==> config.mk <==
export PLATFORM = sky130hd
export DESIGN_NAME = acs_cal_clk
export DESIGN_NICKNAME = d
export VERILOG_FILES = /design/src/hw/acs_sync3.v /design/src/hw/acs_cal_clk.v
export VERILOG_INCLUDE_DIRS = /design/src /design/src/hw
export SDC_FILE = /design/constraint.sdc
export NUM_CORES = 1
export LEC_CHECK = 0
export BUFFER_PORTS_ARGS = -buffer_cell sky130_fd_sc_hd__buf_2
export CAP_MARGIN = 20
export CORE_UTILIZATION = 45
export CTS_CLUSTER_DIAMETER = 200
export DETAILED_ROUTE_END_ITERATION = 8
export PLACE_DENSITY = 0.9
export SLEW_MARGIN = 10
export SYNTH_ARGS = -nofsm -noshare
export SYNTH_HDL_FRONTEND = slang
export SYNTH_SLANG_ARGS = --single-unit
==> constraint.sdc <==
create_clock -name ref_clk -period 2 [get_ports ref_clk]
set_clock_uncertainty 0.2 [all_clocks]
set_input_delay 0.2 -clock ref_clk [delete_from_list [all_inputs] [get_ports ref_clk]]
set_output_delay 0.2 -clock ref_clk [all_outputs]
set_load 0.05 [all_outputs]
==> src/hw/acs_map.vh <==
`ifndef ACS_MAP_VH
`define ACS_MAP_VH
// mode control register field layout
`define ACS_MODE_MSB 6
`define ACS_MODE_LSB 4
`define ACS_CLKSEL_MSB 3
`define ACS_CLKSEL_LSB 2
`define ACS_MODE_RESET 3'h0
`define ACS_CLKSEL_RESET 2'h0
// operating-mode codes
`define ACS_MODE_CONT 3'h0
`define ACS_MODE_SINGLE 3'h1
`define ACS_MODE_STANDBY 3'h2
`define ACS_MODE_PDOWN 3'h3
`define ACS_MODE_OFS_CAL 3'h6
`define ACS_MODE_GAIN_CAL 3'h7
// clock-source codes
`define ACS_CLK_INT 2'h0
`define ACS_CLK_INT_OUT 2'h1
`define ACS_CLK_EXT 2'h2
`define ACS_CLK_RSVD 2'h3
`endif

==> src/hw/acs_sync3.v <==
`timescale 1ns/1ps
`default_nettype none
// three-stage input synchroniser; output changes once stages two and three agree
module acs_sync3 (
	input wire clk,
	input wire resetn,
	input wire din,
	output reg dout
);
	reg s1_reg;
	reg s2_reg;
	reg s3_reg;
	always @(posedge clk or negedge resetn) begin
		if (!resetn) begin
			s1_reg <= 1'b0;
			s2_reg <= 1'b0;
			s3_reg <= 1'b0;
			dout <= 1'b0;
		end else begin
			s1_reg <= din;
			s2_reg <= s1_reg;
			s3_reg <= s2_reg;
			if (s2_reg == s3_reg) begin
				dout <= s3_reg;
			end
		end
	end
endmodule
`default_nettype wire

==> src/hw/acs_cal_clk.v <==
// Contract
// - operating mode lives in bits [6:4] of mode control and steers the converter.
// - mode 110 runs offset calibration using present input as zero-scale.
// - offset result goes to enabled channel's offset register, then standby.
// - gain calibration uses input as full-scale, writes gain register, then standby.
// - clock source in bits [3:2], reset 00; 00 internal, 10 external, 11 reserved.
// - code 01 runs internal clock and drives it out on the clock pin.
`timescale 1ns/1ps
`default_nettype none
`include "acs_map.vh"
module acs_cal_clk #(
	parameter CH_BITS = 4,
	parameter DATA_W = 24
) (
	input wire ref_clk,
	input wire resetn,
	input wire mode_wr,
	input wire [15:0] mode_wdata,
	output reg [15:0] mode_rdata,
	input wire [CH_BITS-1:0] ch_enable,
	input wire int_osc_clk,
	input wire clock_in_out_pin_in,
	output reg clock_in_out_pin_out,
	output reg clock_in_out_pin_oe,
	output reg conv_clk,
	output reg cal_start,
	output reg cal_is_gain,
	input wire cal_done,
	input wire [DATA_W-1:0] cal_result,
	output reg coef_wr,
	output reg coef_is_gain,
	output reg [CH_BITS-1:0] coef_ch,
	output reg [DATA_W-1:0] coef_data,
	output reg [2:0] active_mode,
	output reg cal_busy
);
	localparam ST_IDLE = 2'h0;
	localparam ST_CAL = 2'h1;
	localparam ST_STORE = 2'h2;

	reg [1:0] state_reg;
	reg [1:0] state_next;
	reg [2:0] mode_reg;
	reg [2:0] mode_next;
	reg [1:0] clksel_reg;
	reg [1:0] clksel_next;
	reg cal_start_next;
	reg cal_is_gain_next;
	reg coef_wr_next;
	reg coef_is_gain_next;
	reg [CH_BITS-1:0] coef_ch_next;
	reg [DATA_W-1:0] coef_data_next;
	reg cal_busy_next;
	reg conv_clk_next;
	reg pin_out_next;
	reg pin_oe_next;
	wire [15:0] mode_rdata_next;
	wire [2:0] active_mode_next;
	wire [2:0] wr_mode;
	wire [1:0] wr_clksel;
	wire wr_is_cal;
	wire ext_clk_sync;
	wire osc_sync;
	reg [CH_BITS-1:0] ch_sel;
	integer i;

	acs_sync3 u_ext_sync (
		.clk(ref_clk),
		.resetn(resetn),
		.din(clock_in_out_pin_in),
		.dout(ext_clk_sync)
	);
	acs_sync3 u_osc_sync (
		.clk(ref_clk),
		.resetn(resetn),
		.din(int_osc_clk),
		.dout(osc_sync)
	);

	// lowest enabled channel; host keeps exactly one enabled during a calibration
	always @* begin
		ch_sel = {CH_BITS{1'b0}};
		for (i = CH_BITS - 1; i >= 0; i = i - 1) begin
			if (ch_enable[i]) begin
				ch_sel = i[CH_BITS-1:0];
			end
		end
	end

	assign wr_mode = mode_wdata[`ACS_MODE_MSB:`ACS_MODE_LSB];
	assign wr_clksel = mode_wdata[`ACS_CLKSEL_MSB:`ACS_CLKSEL_LSB];
	assign wr_is_cal = (wr_mode == `ACS_MODE_OFS_CAL) || (wr_mode == `ACS_MODE_GAIN_CAL);
	assign mode_rdata_next = {9'h000, mode_reg, clksel_reg, 2'h0};
	assign active_mode_next = mode_reg;

	always @* begin
		state_next = state_reg;
		mode_next = mode_reg;
		clksel_next = clksel_reg;
		cal_start_next = 1'b0;
		cal_is_gain_next = cal_is_gain;
		coef_wr_next = 1'b0;
		coef_is_gain_next = coef_is_gain;
		coef_ch_next = coef_ch;
		coef_data_next = coef_data;
		cal_busy_next = cal_busy;
		case (state_reg)
		ST_IDLE: begin
			if (mode_wr) begin
				mode_next = wr_mode;
				clksel_next = wr_clksel;
				if (wr_is_cal) begin
					cal_start_next = 1'b1;
					// bit 4 separates gain from offset calibration
					cal_is_gain_next = wr_mode[0];
					coef_ch_next = ch_sel;
					cal_busy_next = 1'b1;
					state_next = ST_CAL;
				end
			end
		end
		ST_CAL: begin
			// writes during calibration are ignored; the front end must not be disturbed
			if (cal_done) begin
				coef_data_next = cal_result;
				state_next = ST_STORE;
			end
		end
		ST_STORE: begin
			coef_wr_next = 1'b1;
			coef_is_gain_next = cal_is_gain;
			mode_next = `ACS_MODE_STANDBY;
			cal_busy_next = 1'b0;
			state_next = ST_IDLE;
		end
		default: begin
			state_next = ST_IDLE;
		end
		endcase
	end

	always @(posedge ref_clk or negedge resetn) begin
		if (!resetn) begin
			state_reg <= ST_IDLE;
			mode_reg <= `ACS_MODE_RESET;
			clksel_reg <= `ACS_CLKSEL_RESET;
			cal_start <= 1'b0;
			cal_is_gain <= 1'b0;
			coef_wr <= 1'b0;
			coef_is_gain <= 1'b0;
			coef_ch <= {CH_BITS{1'b0}};
			coef_data <= {DATA_W{1'b0}};
			cal_busy <= 1'b0;
		end else begin
			state_reg <= state_next;
			mode_reg <= mode_next;
			clksel_reg <= clksel_next;
			cal_start <= cal_start_next;
			cal_is_gain <= cal_is_gain_next;
			coef_wr <= coef_wr_next;
			coef_is_gain <= coef_is_gain_next;
			coef_ch <= coef_ch_next;
			coef_data <= coef_data_next;
			cal_busy <= cal_busy_next;
		end
	end

	// the converter clock is a sampled level, not a glitch-free mux: only
	// sources well below ref_clk pass cleanly, traded for a single clock domain
	always @* begin
		conv_clk_next = osc_sync;
		pin_out_next = 1'b0;
		pin_oe_next = 1'b0;
		case (clksel_reg)
		`ACS_CLK_INT: begin
			conv_clk_next = osc_sync;
			pin_oe_next = 1'b0;
		end
		`ACS_CLK_INT_OUT: begin
			conv_clk_next = osc_sync;
			pin_oe_next = 1'b1;
			pin_out_next = osc_sync;
		end
		`ACS_CLK_EXT: begin
			conv_clk_next = ext_clk_sync;
			pin_oe_next = 1'b0;
		end
		default: begin
			// reserved code falls back to internal oscillator, pin released
			conv_clk_next = osc_sync;
			pin_oe_next = 1'b0;
		end
		endcase
	end

	// readback trails the mode state by one edge
	always @(posedge ref_clk or negedge resetn) begin
		if (!resetn) begin
			mode_rdata <= 16'h0000;
			active_mode <= `ACS_MODE_RESET;
		end else begin
			mode_rdata <= mode_rdata_next;
			active_mode <= active_mode_next;
		end
	end

	always @(posedge ref_clk or negedge resetn) begin
		if (!resetn) begin
			conv_clk <= 1'b0;
			clock_in_out_pin_out <= 1'b0;
			clock_in_out_pin_oe <= 1'b0;
		end else begin
			conv_clk <= conv_clk_next;
			clock_in_out_pin_out <= pin_out_next;
			clock_in_out_pin_oe <= pin_oe_next;
		end
	end
endmodule
`default_nettype wire

Yosys cells after proc, flatten, opt, wreduce, memory -nomap -nowiden
Index checks and enable logic that the tools add are counted.

cells by class
  equality and inequality tests = 11
  mux-type cells = 20
  reduce and logical (&&, ||, !) cells = 9

operators with widths
  cell                count
  $mux 2              7
  $mux 1              9
  $reduce_and 3->1    3
  $eq 3x3->1 const B  2
  $ne 2x2->1 const B  3
  $pmux 3 s2          1
  $reduce_and 2->1    3
  $eq 2x1->1 const B  2
  $eq 2x2->1 const B  2
  $pmux 2 s2          1
  $mux 3              1
  $eq 1x1->1          2
  $logic_not 2->1     1
  $pmux 1 s2          1
  $reduce_bool 2->1   1
  $logic_or 1x1->1    1

word-level totals
  bits in registers = 59
  bits of input ports = 50
  word-level logic and storage cells = 63

Depth between registers and ports, before layout
Gate-level depths: netlist of the first run.

  depth after elaboration = 5
  depth in mapped cells = 4
  depth with buffers taken out = 3

Hierarchy
Synthesis of the first run repeated with hierarchy kept, for this count alone.

second synthesis, totals
  cell total of the unflattened synthesis = 137
  area total of the unflattened synthesis = 2072.0 sq um

modules (own cells, without submodules)
  module       instances  cells an instance  area an instance (sq um)  seq. area each (sq um)
  acs_cal_clk  1          127                1849.3                    1151.1
  acs_sync3    2          5                  111.4                     100.1

Least setup slack after synthesis of the first run
No wires, ideal clock.

  kind = register -> register
  start = register state_reg[0]
  end = register cal_is_gain
  setup time = 0.125 ns
  arrival time = 1.256 ns
  slack = 0.419 ns
  cell stages (with the launch flop) = 5
  clock period less this slack = 1.581 ns
  cell sequence = dfrtp_1 nor3b_2 and3_1 buf_6 mux2_4

on the way
  word-level cells in the longest chain between the ends = 2

RTL lines
  item                               line               RTL
  start: declaration                 acs_cal_clk.v:41   reg [1:0] state_reg;
  start signal: assignment           acs_cal_clk.v:155  state_reg <= state_next;
  $logic_not 2->1                    acs_cal_clk.v:107  case (state_reg)
  $reduce_and 3->1 (no source line)  n/a
  end signal: assignment             acs_cal_clk.v:159  cal_is_gain <= cal_is_gain_next;
  end: declaration                   acs_cal_clk.v:27   output reg cal_is_gain,

Every way passes these cells.
A chain may end at the register's enable or synchronous reset.

Final worst setup path of the first run
  start = register state_reg[1]
  end = register cal_is_gain

Same word-level chain as after synthesis.

==> flow_summary_export.csv, run 1 <==
group,metric,value,unit
run_status,status,"complete, no violations",
die,row_count,24,
layout,regMostFlops,"coef_data",
clock_tree,cts-root-buf,"clkbuf_8",
global_route,track_usage,16.54,%
sta,fin_hold_viols,0,
pwr,netSwitchingFraction,42.95,%
die,die_w,69.82,µm
critical_path,slowest_delay,0.47,ns
sta,finalCriticalPeriod,1.754,ns
critical_path,cp_max_fo,8,
min_path,hp-class,"in -> reg",
critical_path,timing.rr.start,"state_reg[1]$_DFFE_PN0P_",
synthesis,synth.distinct_cells,24,
place,place.detailed.hpwl,2479,µm
sta,achievable-frequency,570.2,MHz
synthesis,post_syn_instances,137,
min_path,worstHoldStart,"mode_wdata[6]",
route,post_drt_wl_per_cell,12.46,µm
pwr,power_frac_seq,39.2,%
sta,final_setup_violation_count,0,
layout,largest_register_ff_count,24,
synthesis,post_synth.cell_area_avg,15.11,µm²
pwr,total_internal_power,0.002154,W
critical_path,setup.worst_path.end_class,"flop",
sta,setup_repair_after_global_routing_missed_its_margin,"false",
clock_tree,tritoncts_clock_tree,"done",
clock_tree,clk_pin_slew_worst_paths,0.10,ns
place,port-buffer-count,80,
pwr,ir_drop,707.0,µV
critical_path,worstPathRequired,1.99,ns
layout,area_growth,38.88,%
clock_tree,numClockSinks,54,
die,initial_core_util,47.20,%
pwr,leakage,1.462,nW
route,antenna_violating_nets_post_route,0,
die,ios,105,
synthesis,post_synth_main_area_contributors,"dfrtp_1 (65%), mux2_2 (15%), buf_4 (6.5%)",
critical_path,crit_chain,"nor3b_2 > and3_1 > mux2_4",
synthesis,synth_sequential_area_ratio,65.30,%
synthesis,synth_seq_cells,54,
synthesis,netlist_area,0.002069,mm²
route,drt_iter0_drc,52,
die,floorplan.die_area,0.004874,mm²
global_route,first_global_vias,1371,
critical_path,timing.critical_path.max_delay_family,"simple AND/OR/NAND/NOR gates",
layout,antennaDiodeCount,0,
layout,nFillCells,333,
pwr,power_frac_comb,41.8,%
route,totalWireLength,3762,µm
global_route,overflow,0,
sta,hold_ws,0.02652,ns
critical_path,worst-endpoint-arrival,1.75,ns
route,per_cell_via_count_in_the_routed_design,4.583,
sta,min_period_over_period,87.69,%
job,drv_cap,0,
clock_tree,ctsHtreeMaxLevel,2,
pwr,power_density,1314,mW/mm²
critical_path,worstSetupStartpointType,"flop",
die,core,0.004384,mm²
pwr,share_clk_of_total_power,19.0,%
layout,nets,299,
synthesis,yosysWarnings,0,
layout,layout-drive-gt1-share,49.60,%
global_route,grt_antenna_before_repair,0,
global_route,largest_net_degree_at_the_start_of_global_routing,35,
critical_path,critPathBufInv,0,
clock_tree,cts-buffers-inserted,5,
sta,fin_setup_tns,0,ns
synthesis,synth.largest_area_cell,"dfrtp_1",
die,die_h,69.82,µm
critical_path,timing.setup.critical_path_class,"reg -> reg",
sta,slew_limit_fails,0,
clock_tree,cts.path.max_buffers,2,
critical_path,crit_start,"state_reg[1]$_DFFE_PN0P_",
critical_path,critical_path.slowest_cell,"dfrtp_1",
route,drt_pre_antenna_iters,4,
clock_tree,post_cts_buffers,0,
route,vias,1384,
synthesis,synth_top_area_share,65.30,%
clock_tree,clk-insertion-delay-late,0.30,ns
route,drc,0,
global_route,grt_pass1_wl,6237,µm
pwr,total_switching_power,0.001622,W
place,gp_congestion,0.6984,
## per-layer routing
| layer | vias to the layer above | part of all wire (%) | global-route usage, % |
|---|---|---|---|
| met1 | 659 | 40 | 18.88 |
| met2 | 59 | 52 | 29.38 |
| met4 | 0 | 1.6 | 5.333 |
| met5 | - | 0 | 0 |
| li1 | 658 | - | - |
| met3 | 8 | 6.0 | 5.087 |
## cells by family (layout without fill, tap and decap cells)
logic type	Yosys count	in the layout	share of synthesized area (%)
adders and majority gates	2	2	0.9674
buffers and inverters	23	124	7.799
and+or+nand+nor	18	18	6.047
AOI/OAI and AO/OA	8	8	2.298
other	1	13	0.1812
muxes	31	31	17.41
DFF	54	54	65.30
## final timing paths
| path | end | slack [ns] | cells past startpoint |
|---|---|---|---|
| worst max-delay path | cal_is_gain$_DFFE_PN0P_ | 0.25 | 3 |
| min in group asynchronous | coef_data[0]$_DFFE_PN0P_ | 0.20 | 2 |
| max in group asynchronous | clksel_reg[0]$_DFFE_PN0P_ | 0.87 | 3 |
| worst min register to register | u_ext_sync.s2_reg$_DFF_PN0_ | 0.15 | 0 |
| worst max register to register | cal_is_gain$_DFFE_PN0P_ | 0.25 | 3 |
| worst min-delay path | active_mode_next[2]$_DFFE_PN0P_ | 0.03 | 3 |
## power by group through the flow
stage | Combinational, W | Clock, W | Sequential [W]
global placement | 0.00152 | 0 | 0.00148
finish | 0.00158 | 0.000718 | 0.00148
detailed placement | 0.00154 | 0 | 0.00150
global route | 0.00164 | 0.000795 | 0.00151
floorplan | 0.000381 | 0 | 0.00232
CTS | 0.00158 | 0.000747 | 0.00148
## cell usage in the layout, fill, tap and decap left out, types with 3 or more instances in the layout
| master | Yosys | routed |
|---|---|---|
| buf_2 | 0 | 80 |
| dfrtp_1 | 54 | 54 |
| dlygate4sd3_1 | 0 | 30 |
| mux2_2 | 27 | 27 |
| conb_1 | 1 | 13 |
| clkbuf_8 | 0 | 5 |
| nor2b_1 | 4 | 4 |
| inv_1 | 4 | 4 |
| a21oi_1 | 4 | 4 |
| mux2_4 | 3 | 3 |
## per-stage QoR
step,instance area (µm²),cells,util [%],setup slack [ns],power [W]
2_1_floorplan,2115,149,-,0.4191,0.002701
3_3_place_gp,2461,264,56.14,0.2788,0.003001
3_5_place_dp,2461,264,56.14,0.2309,0.003038
4_1_cts,2874,302,65.55,0.2255,0.003809
5_1_grt,2874,302,65.55,0.1217,0.003953
6_report,2874,302,65.55,0.2463,0.003775
## layout make-up
cell class                      count  area [µm²]  area share (%)
Clock buffer                        5       68.82           2.394
Clock inverter                      3       43.79           1.524
Inverter                            4       15.01          0.5224
Multi-Input combinational cell     72       601.8           20.94
Sequential cell                    54        1351           47.02
Tap cell                           52       65.06           2.264
Timing Repair Buffer              112       728.2           25.34
## synth_stat cells
cell	number
nand2b_1	1
nor3b_2	1
and2_1	1
maj3_1	2
a21oi_1	4
nor2b_1	4
dfrtp_1	54
conb_1	1
nand3b_4	1
and2b_2	2
buf_6	1
nor2_1	2
nand2_1	2
mux2_1	1
o22a_1	1
nor3_1	2
o21ai_0	2
mux2_2	27
a2bb2oi_1	1
or2_1	1
mux2_4	3
buf_4	18
inv_1	4
and3_1	1
## what timing repair did
action                                  CTS  global route
endpoints found under the setup margin    0             0
gates resized for setup                   0             0
endpoints found under the hold margin    49             0
hold buffers                             30             0
## tightest hold or removal path: stages
cell,delay (ns)
buf_2,0.08
a21oi_1,0.05
o21ai_0,0.16
No activity file was read; power rests on OpenSTA's default activity.
==> run 2, diff against run 1 <==
--- a/config.mk
+++ b/config.mk
@@ -15,4 +15,5 @@
 export SLEW_MARGIN = 10
 export SYNTH_ARGS = -nofsm -noshare
 export SYNTH_HDL_FRONTEND = slang
+export SYNTH_HIERARCHICAL = 1
 export SYNTH_SLANG_ARGS = --single-unit
==> flow_summary_export.csv, run 2 <==
group,metric,value,unit
pwr,leakage,1.458,nW
clock_tree,numClockSinks,54,
route,antenna_violating_nets_post_route,0,
place,gp_congestion,0.6861,
route,per_cell_via_count_in_the_routed_design,4.521,
route,dr_wl_met2,1873,µm
route,drt_iter0_drc,71,
global_route,first_global_vias,1346,
die,row_count,24,
synthesis,post_synth.cell_area_avg,15.12,µm²
min_path,hp-class,"in -> reg",
route,met3RoutedLength,241,µm
pwr,power_frac_comb,41.9,%
layout,final_design_area_no_fill,0.002869,mm²
sta,slew_limit_fails,0,
layout,nets,300,
clock_tree,clk-insertion-delay-late,0.30,ns
clock_tree,tritoncts_clock_tree,"done",
synthesis,post_synth_main_area_contributors,"dfrtp_1 (65%), mux2_2 (15%), buf_4 (6.5%)",
critical_path,worst-endpoint-arrival,1.71,ns
layout,final_cell_mix,"buf_2 (80), dfrtp_1 (54), dlygate4sd3_1 (30), mux2_2 (28), conb_1 (13)",
die,core,0.004384,mm²
sta,setup_repair_after_global_routing_missed_its_margin,"false",
critical_path,timing.setup.critical_path_class,"reg -> reg",
route,drt_pre_antenna_iters,3,
critical_path,regToRegSetupSlack,0.29,ns
synthesis,synth.largest_area_cell,"dfrtp_1",
sta,max_slew.worst_pin.slew,0.6457,ns
layout,area_growth,38.47,%
synthesis,synth_sequential_area_ratio,65.22,%
die,initial_core_util,47.26,%
place,post_detailed_placement_cell_area,0.002459,mm²
route,totalWireLength,3668,µm
min_path,holdPathEnd,"active_mode_next[2]$_DFFE_PN0P_",
place,place.detailed.hpwl,2392,µm
critical_path,worstSetupStartpointType,"flop",
layout,regMostFlops,"coef_data",
clock_tree,cts-root-buf,"clkbuf_8",
synthesis,synth_top_area_share,65.22,%
place,port-buffer-count,80,
critical_path,setup.worst_path.end_class,"flop",
synthesis,async_reset_ff_share,100.0,%
pwr,ir_drop,611.6,µV
synthesis,synth_commonest_cells,"dfrtp_1 (54), mux2_2 (28), buf_4 (18)",
layout,multi_input_comb_area,604.3,µm²
die,die_h,69.86,µm
run_status,status,"complete, no violations",
pwr,share_clk_of_total_power,19.0,%
route,route.top_layer_used,"met4",
layout,antennaDiodeCount,0,
global_route,grt_pass1_wl,6023,µm
clock_tree,post_cts_buffers,0,
synthesis,synth_seq_cells,54,
synthesis,yosysWarnings,6,
critical_path,timing.rr.start,"state_reg[1]$_DFFE_PN0P_",
clock_tree,ctsHtreeMaxLevel,2,
clock_tree,cts-buffers-inserted,5,
synthesis,post-synth-top-count-cell,"dfrtp_1",
synthesis,netlist_area,0.002072,mm²
route,post_drt_wl_per_cell,12.11,µm
critical_path,rr_worst_depth,3,
die,floorplan.die_area,0.004880,mm²
layout,nFillCells,326,
global_route,track_usage,16.15,%
critical_path,crit_start,"state_reg[1]$_DFFE_PN0P_",
pwr,power_density,1312,mW/mm²
die,ios,105,
clock_tree,cts.path.max_buffers,2,
job,drv_cap,0,
synthesis,synth_edf_count,0,
global_route,largest_net_degree_at_the_start_of_global_routing,55,
pwr,total_switching_power,0.001609,W
sta,achievable-frequency,584.7,MHz
layout,mostFrequentLayoutCell,"buf_2",
layout,area.sequential,0.001351,mm²
sta,finalCriticalPeriod,1.710,ns
sta,min_period_over_period,85.51,%
sta,fin_hold_viols,0,
synthesis,post_syn_instances,137,
pwr,netSwitchingFraction,42.77,%
sta,worst_slew_margin_relative_to_its_limit,56.95,%
global_route,grt_antenna_before_repair,0,
route,drc,0,
sta,final_setup_violation_count,0,
synthesis,synth.distinct_cells,23,
synthesis,synth-main-ff-cell,"dfrtp_1",
global_route,overflow,0,
clock_tree,clk_pin_slew_worst_paths,0.10,ns
layout,layout-drive-gt1-share,50.60,%
critical_path,r2r-end,"coef_ch[0]$_DFFE_PN0P_",
min_path,worstHoldStart,"mode_wdata[6]",
min_path,worst_hold_path.num_cells,3,
critical_path,cp_max_fo,6,
route,wl_met1,1496,µm
critical_path,worstPathRequired,2.00,ns
pwr,power_frac_seq,39.1,%
pwr,total_internal_power,0.002153,W
route,vias,1370,
die,die_w,69.86,µm
layout,largest_register_ff_count,24,
sta,fin_setup_tns,0,ns
[run 2: power by group through the flow]
stage	clock network, W	registers (W)	logic (W)
floorplan	0	0.00232	0.000384
global placement	0	0.00148	0.00152
detailed placement	0	0.00149	0.00154
CTS	0.000733	0.00148	0.00159
global route	0.000779	0.00151	0.00164
finish	0.000716	0.00147	0.00158
[run 2: how the worst max path moves through the flow]
stage / end / slack, ns / cells after the start
finish: coef_ch[0]$_DFFE_PN0P_ / 0.29 / 3
global route: coef_ch[0]$_DFFE_PN0P_ / 0.23 / 3
CTS: coef_ch[0]$_DFFE_PN0P_ / 0.27 / 3
detailed placement: coef_ch[0]$_DFFE_PN0P_ / 0.27 / 3
global placement: coef_ch[0]$_DFFE_PN0P_ / 0.33 / 3
floorplan: cal_is_gain$_DFFE_PN0P_ / 0.40 / 4
[run 2: kinds of logic (layout without fill, tap and decap cells)]
| kind of cell | count (synthesis) | count (layout) | synth area share [%] |
|---|---|---|---|
| AND/OR/NAND/NOR | 18 | 18 | 6.040 |
| other | 1 | 13 | 0.1810 |
| AO/OA/AOI/OAI | 8 | 8 | 2.295 |
| buffers and inverters | 23 | 125 | 7.790 |
| flip-flops | 54 | 54 | 65.22 |
| adder cells (fa/ha/maj) | 2 | 2 | 1.087 |
| multiplexers | 31 | 31 | 17.39 |
[run 2: per-layer routing]
metal	track usage (%)	vias to the layer above
met2	27.99	56
li1	-	657
met1	18.25	651
met3	5.339	6
met5	0	-
met4	6.667	0
[run 2: through the flow]
step | total power, W | util, % | cells | hold slack (ns) | setup slack, ns
after CTS | 0.003794 | 65.44 | 303 | 0.006740 | 0.2691
after detailed placement | 0.003035 | 56.08 | 265 | 0.1093 | 0.2734
final | 0.003763 | 65.44 | 303 | 0.01658 | 0.2898
after global placement | 0.003001 | 56.08 | 265 | 0.1093 | 0.3274
after floorplan | 0.002704 | - | 149 | -0.2956 | 0.3969
after global routing | 0.003931 | 65.44 | 303 | 0.01469 | 0.2319
[run 2: layout make-up]
class | count | share of cell area [%]
inverters | 4 | 0.5233
multi-input cells | 72 | 21.06
clock buffers | 6 | 2.529
repair buffers | 113 | 25.21
clock inverters | 2 | 1.308
well taps | 52 | 2.268
flip-flops and latches | 54 | 47.10
[run 2: critical path, cell delays in order, from the launching register on]
cell and delay [ns]:
dfrtp_1 0.41, nor3b_2 0.27, and3_1 0.39, mux2_4 0.33
[run 2: what timing repair did]
item                      4_1_cts  5_1_grt
hold endpoints to repair       83        0
hold buffers                   30        0
gates resized for setup         0        0
==> run 3, diff against run 2 <==
--- a/config.mk
+++ b/config.mk
@@ -11,7 +11,7 @@
 export CORE_UTILIZATION = 45
 export CTS_CLUSTER_DIAMETER = 200
 export DETAILED_ROUTE_END_ITERATION = 8
-export PLACE_DENSITY = 0.9
+export PLACE_DENSITY = 0.85
 export SLEW_MARGIN = 10
 export SYNTH_ARGS = -nofsm -noshare
 export SYNTH_HDL_FRONTEND = slang
==> flow_summary_export.csv, run 3 (synthesis gave the netlist of run 2 again) <==
group,metric,value,unit
layout,nFillCells,329,
route,per_cell_via_count_in_the_routed_design,4.545,
global_route,first_global_vias,1468,
clock_tree,ctsHtreeMaxLevel,2,
clock_tree,post_cts_buffers,0,
layout,multi_input_comb_area,604.3,µm²
critical_path,regToRegSetupSlack,0.26,ns
clock_tree,cts.path.max_buffers,2,
layout,largest_register_ff_count,24,
layout,area.sequential,0.001351,mm²
route,antenna_violating_nets_post_route,0,
clock_tree,clk_pin_slew_worst_paths,0.09,ns
route,drt_iter0_drc,30,
place,gp_congestion,0.7391,
sta,hold_ws,0.01189,ns
job,drv_cap,0,
pwr,power_density,1307,mW/mm²
layout,mostFrequentLayoutCell,"buf_2",
critical_path,crit_start,"state_reg[0]$_DFFE_PN0P_",
die,initial_core_util,47.26,%
clock_tree,clk-insertion-delay-late,0.30,ns
place,place.detailed.hpwl,2533,µm
layout,layout-drive-gt1-share,51.00,%
critical_path,worstSetupStartpointType,"flop",
layout,final_cell_mix,"buf_2 (80), dfrtp_1 (54), dlygate4sd3_1 (30), mux2_2 (28), conb_1 (13)",
sta,setup_repair_after_global_routing_missed_its_margin,"false",
clock_tree,post_cts_resize_count,0,
layout,final_core_utilization,65.44,%
die,row_count,24,
min_path,worst_hold_path.num_cells,3,
die,die_w,69.86,µm
critical_path,capture_point_of_the_worst_path,"cal_is_gain$_DFFE_PN0P_",
sta,slew_limit_fails,0,
sta,fin_hold_viols,0,
die,floorplan.die_area,0.004880,mm²
sta,final_setup_violation_count,0,
sta,min_period_over_period,86.79,%
layout,regMostFlops,"coef_data",
place,port-buffer-count,80,
sta,fin_setup_tns,0,ns
sta,finalCriticalPeriod,1.736,ns
layout,antennaDiodeCount,0,
clock_tree,cts-root-buf,"clkbuf_8",
clock_tree,tritoncts_clock_tree,"done",
sta,achievable-frequency,576.1,MHz
global_route,overflow,0,
route,vias,1377,
pwr,ir_drop,626.2,µV
critical_path,cp_max_fo,7,
critical_path,setup.worst_path.end_class,"flop",
clock_tree,cts-buffers-inserted,5,
layout,nets,300,
clock_tree,post_cts_hold_buffer_count,30,
run_status,status,"complete, no violations",
die,ios,105,
global_route,grt_antenna_before_repair,0,
critical_path,worstPathRequired,1.99,ns
pwr,leakage,1.464,nW
global_route,track_usage,18.39,%
critical_path,rr_worst_depth,3,
die,die_h,69.86,µm
layout,area_growth,38.47,%
route,drt_pre_antenna_iters,3,
die,core,0.004384,mm²
global_route,grt_pass1_wl,6872,µm
critical_path,r2r-end,"cal_is_gain$_DFFE_PN0P_",
place,detailedPlace.worstSlack,0.2757,ns
critical_path,worst-endpoint-arrival,1.73,ns
global_route,largest_net_degree_at_the_start_of_global_routing,33,
route,post_drt_wl_per_cell,13.46,µm
min_path,hp-class,"in -> reg",
critical_path,timing.rr.start,"state_reg[0]$_DFFE_PN0P_",
sta,worst_case_setup_margin_in_the_final_layout,0.2643,ns
critical_path,timing.setup.critical_path_class,"reg -> reg",
clock_tree,numClockSinks,54,
route,totalWireLength,4078,µm
route,drc,0,
==> run 3: critical path, stage by stage (launching register included) <==
cell and delay (ns):
dfrtp_1 0.48, nor3b_2 0.25, and3_1 0.37, mux2_4 0.33
==> run 3: final cells by class <==
cell class                 count  share of cell area [%]
tap                           52                   2.268
clock buffer                   8                   3.838
inverter                       4                  0.5233
timing repair buffer         113                   25.21
multi-input combinational     72                   21.06
sequential                    54                   47.10
==> run 3: worst min-delay path by stage <==
stage	end	startpoint	slack (ns)
4_1_cts	active_mode_next[2]$_DFFE_PN0P_	mode_wdata[6]	0.009
6_report	active_mode_next[2]$_DFFE_PN0P_	mode_wdata[6]	0.01
3_3_place_gp	coef_data[23]$_DFFE_PN0P_	resetn	-0.0006
2_1_floorplan	active_mode[0]$_DFF_PN0_	resetn	-0.30
3_5_place_dp	coef_data[7]$_DFFE_PN0P_	resetn	-0.0008
5_1_grt	active_mode_next[2]$_DFFE_PN0P_	mode_wdata[6]	0.02
==> run 3: through the flow <==
stage          cell area [µm²]  std cells  power (W)
2_1_floorplan             2117        149   0.002704
4_1_cts                   2869        303   0.003762
5_1_grt                   2869        303   0.003920
6_report                  2869        303   0.003751
3_5_place_dp              2459        265   0.003037
3_3_place_gp              2459        265   0.003010
==> run 3: routing by layer <==
layer  up-vias  part of all wire (%)  global-route usage (%)
met5         -                     0                       0
met4         0                  0.93                   4.667
met3         4                   5.7                   5.772
met2        49                    54                   34.40
met1       671                    39                   19.94
li1        653                     -                       -
==> run 3: where the power goes <==
| part | switching (W) | internal, W |
|---|---|---|
| sequential | 0.000133 | 0.00135 |
| clock | 0.000329 | 0.000350 |
| combinational | 0.00116 | 0.000429 |
| total | 0.00162 | 0.00213 |
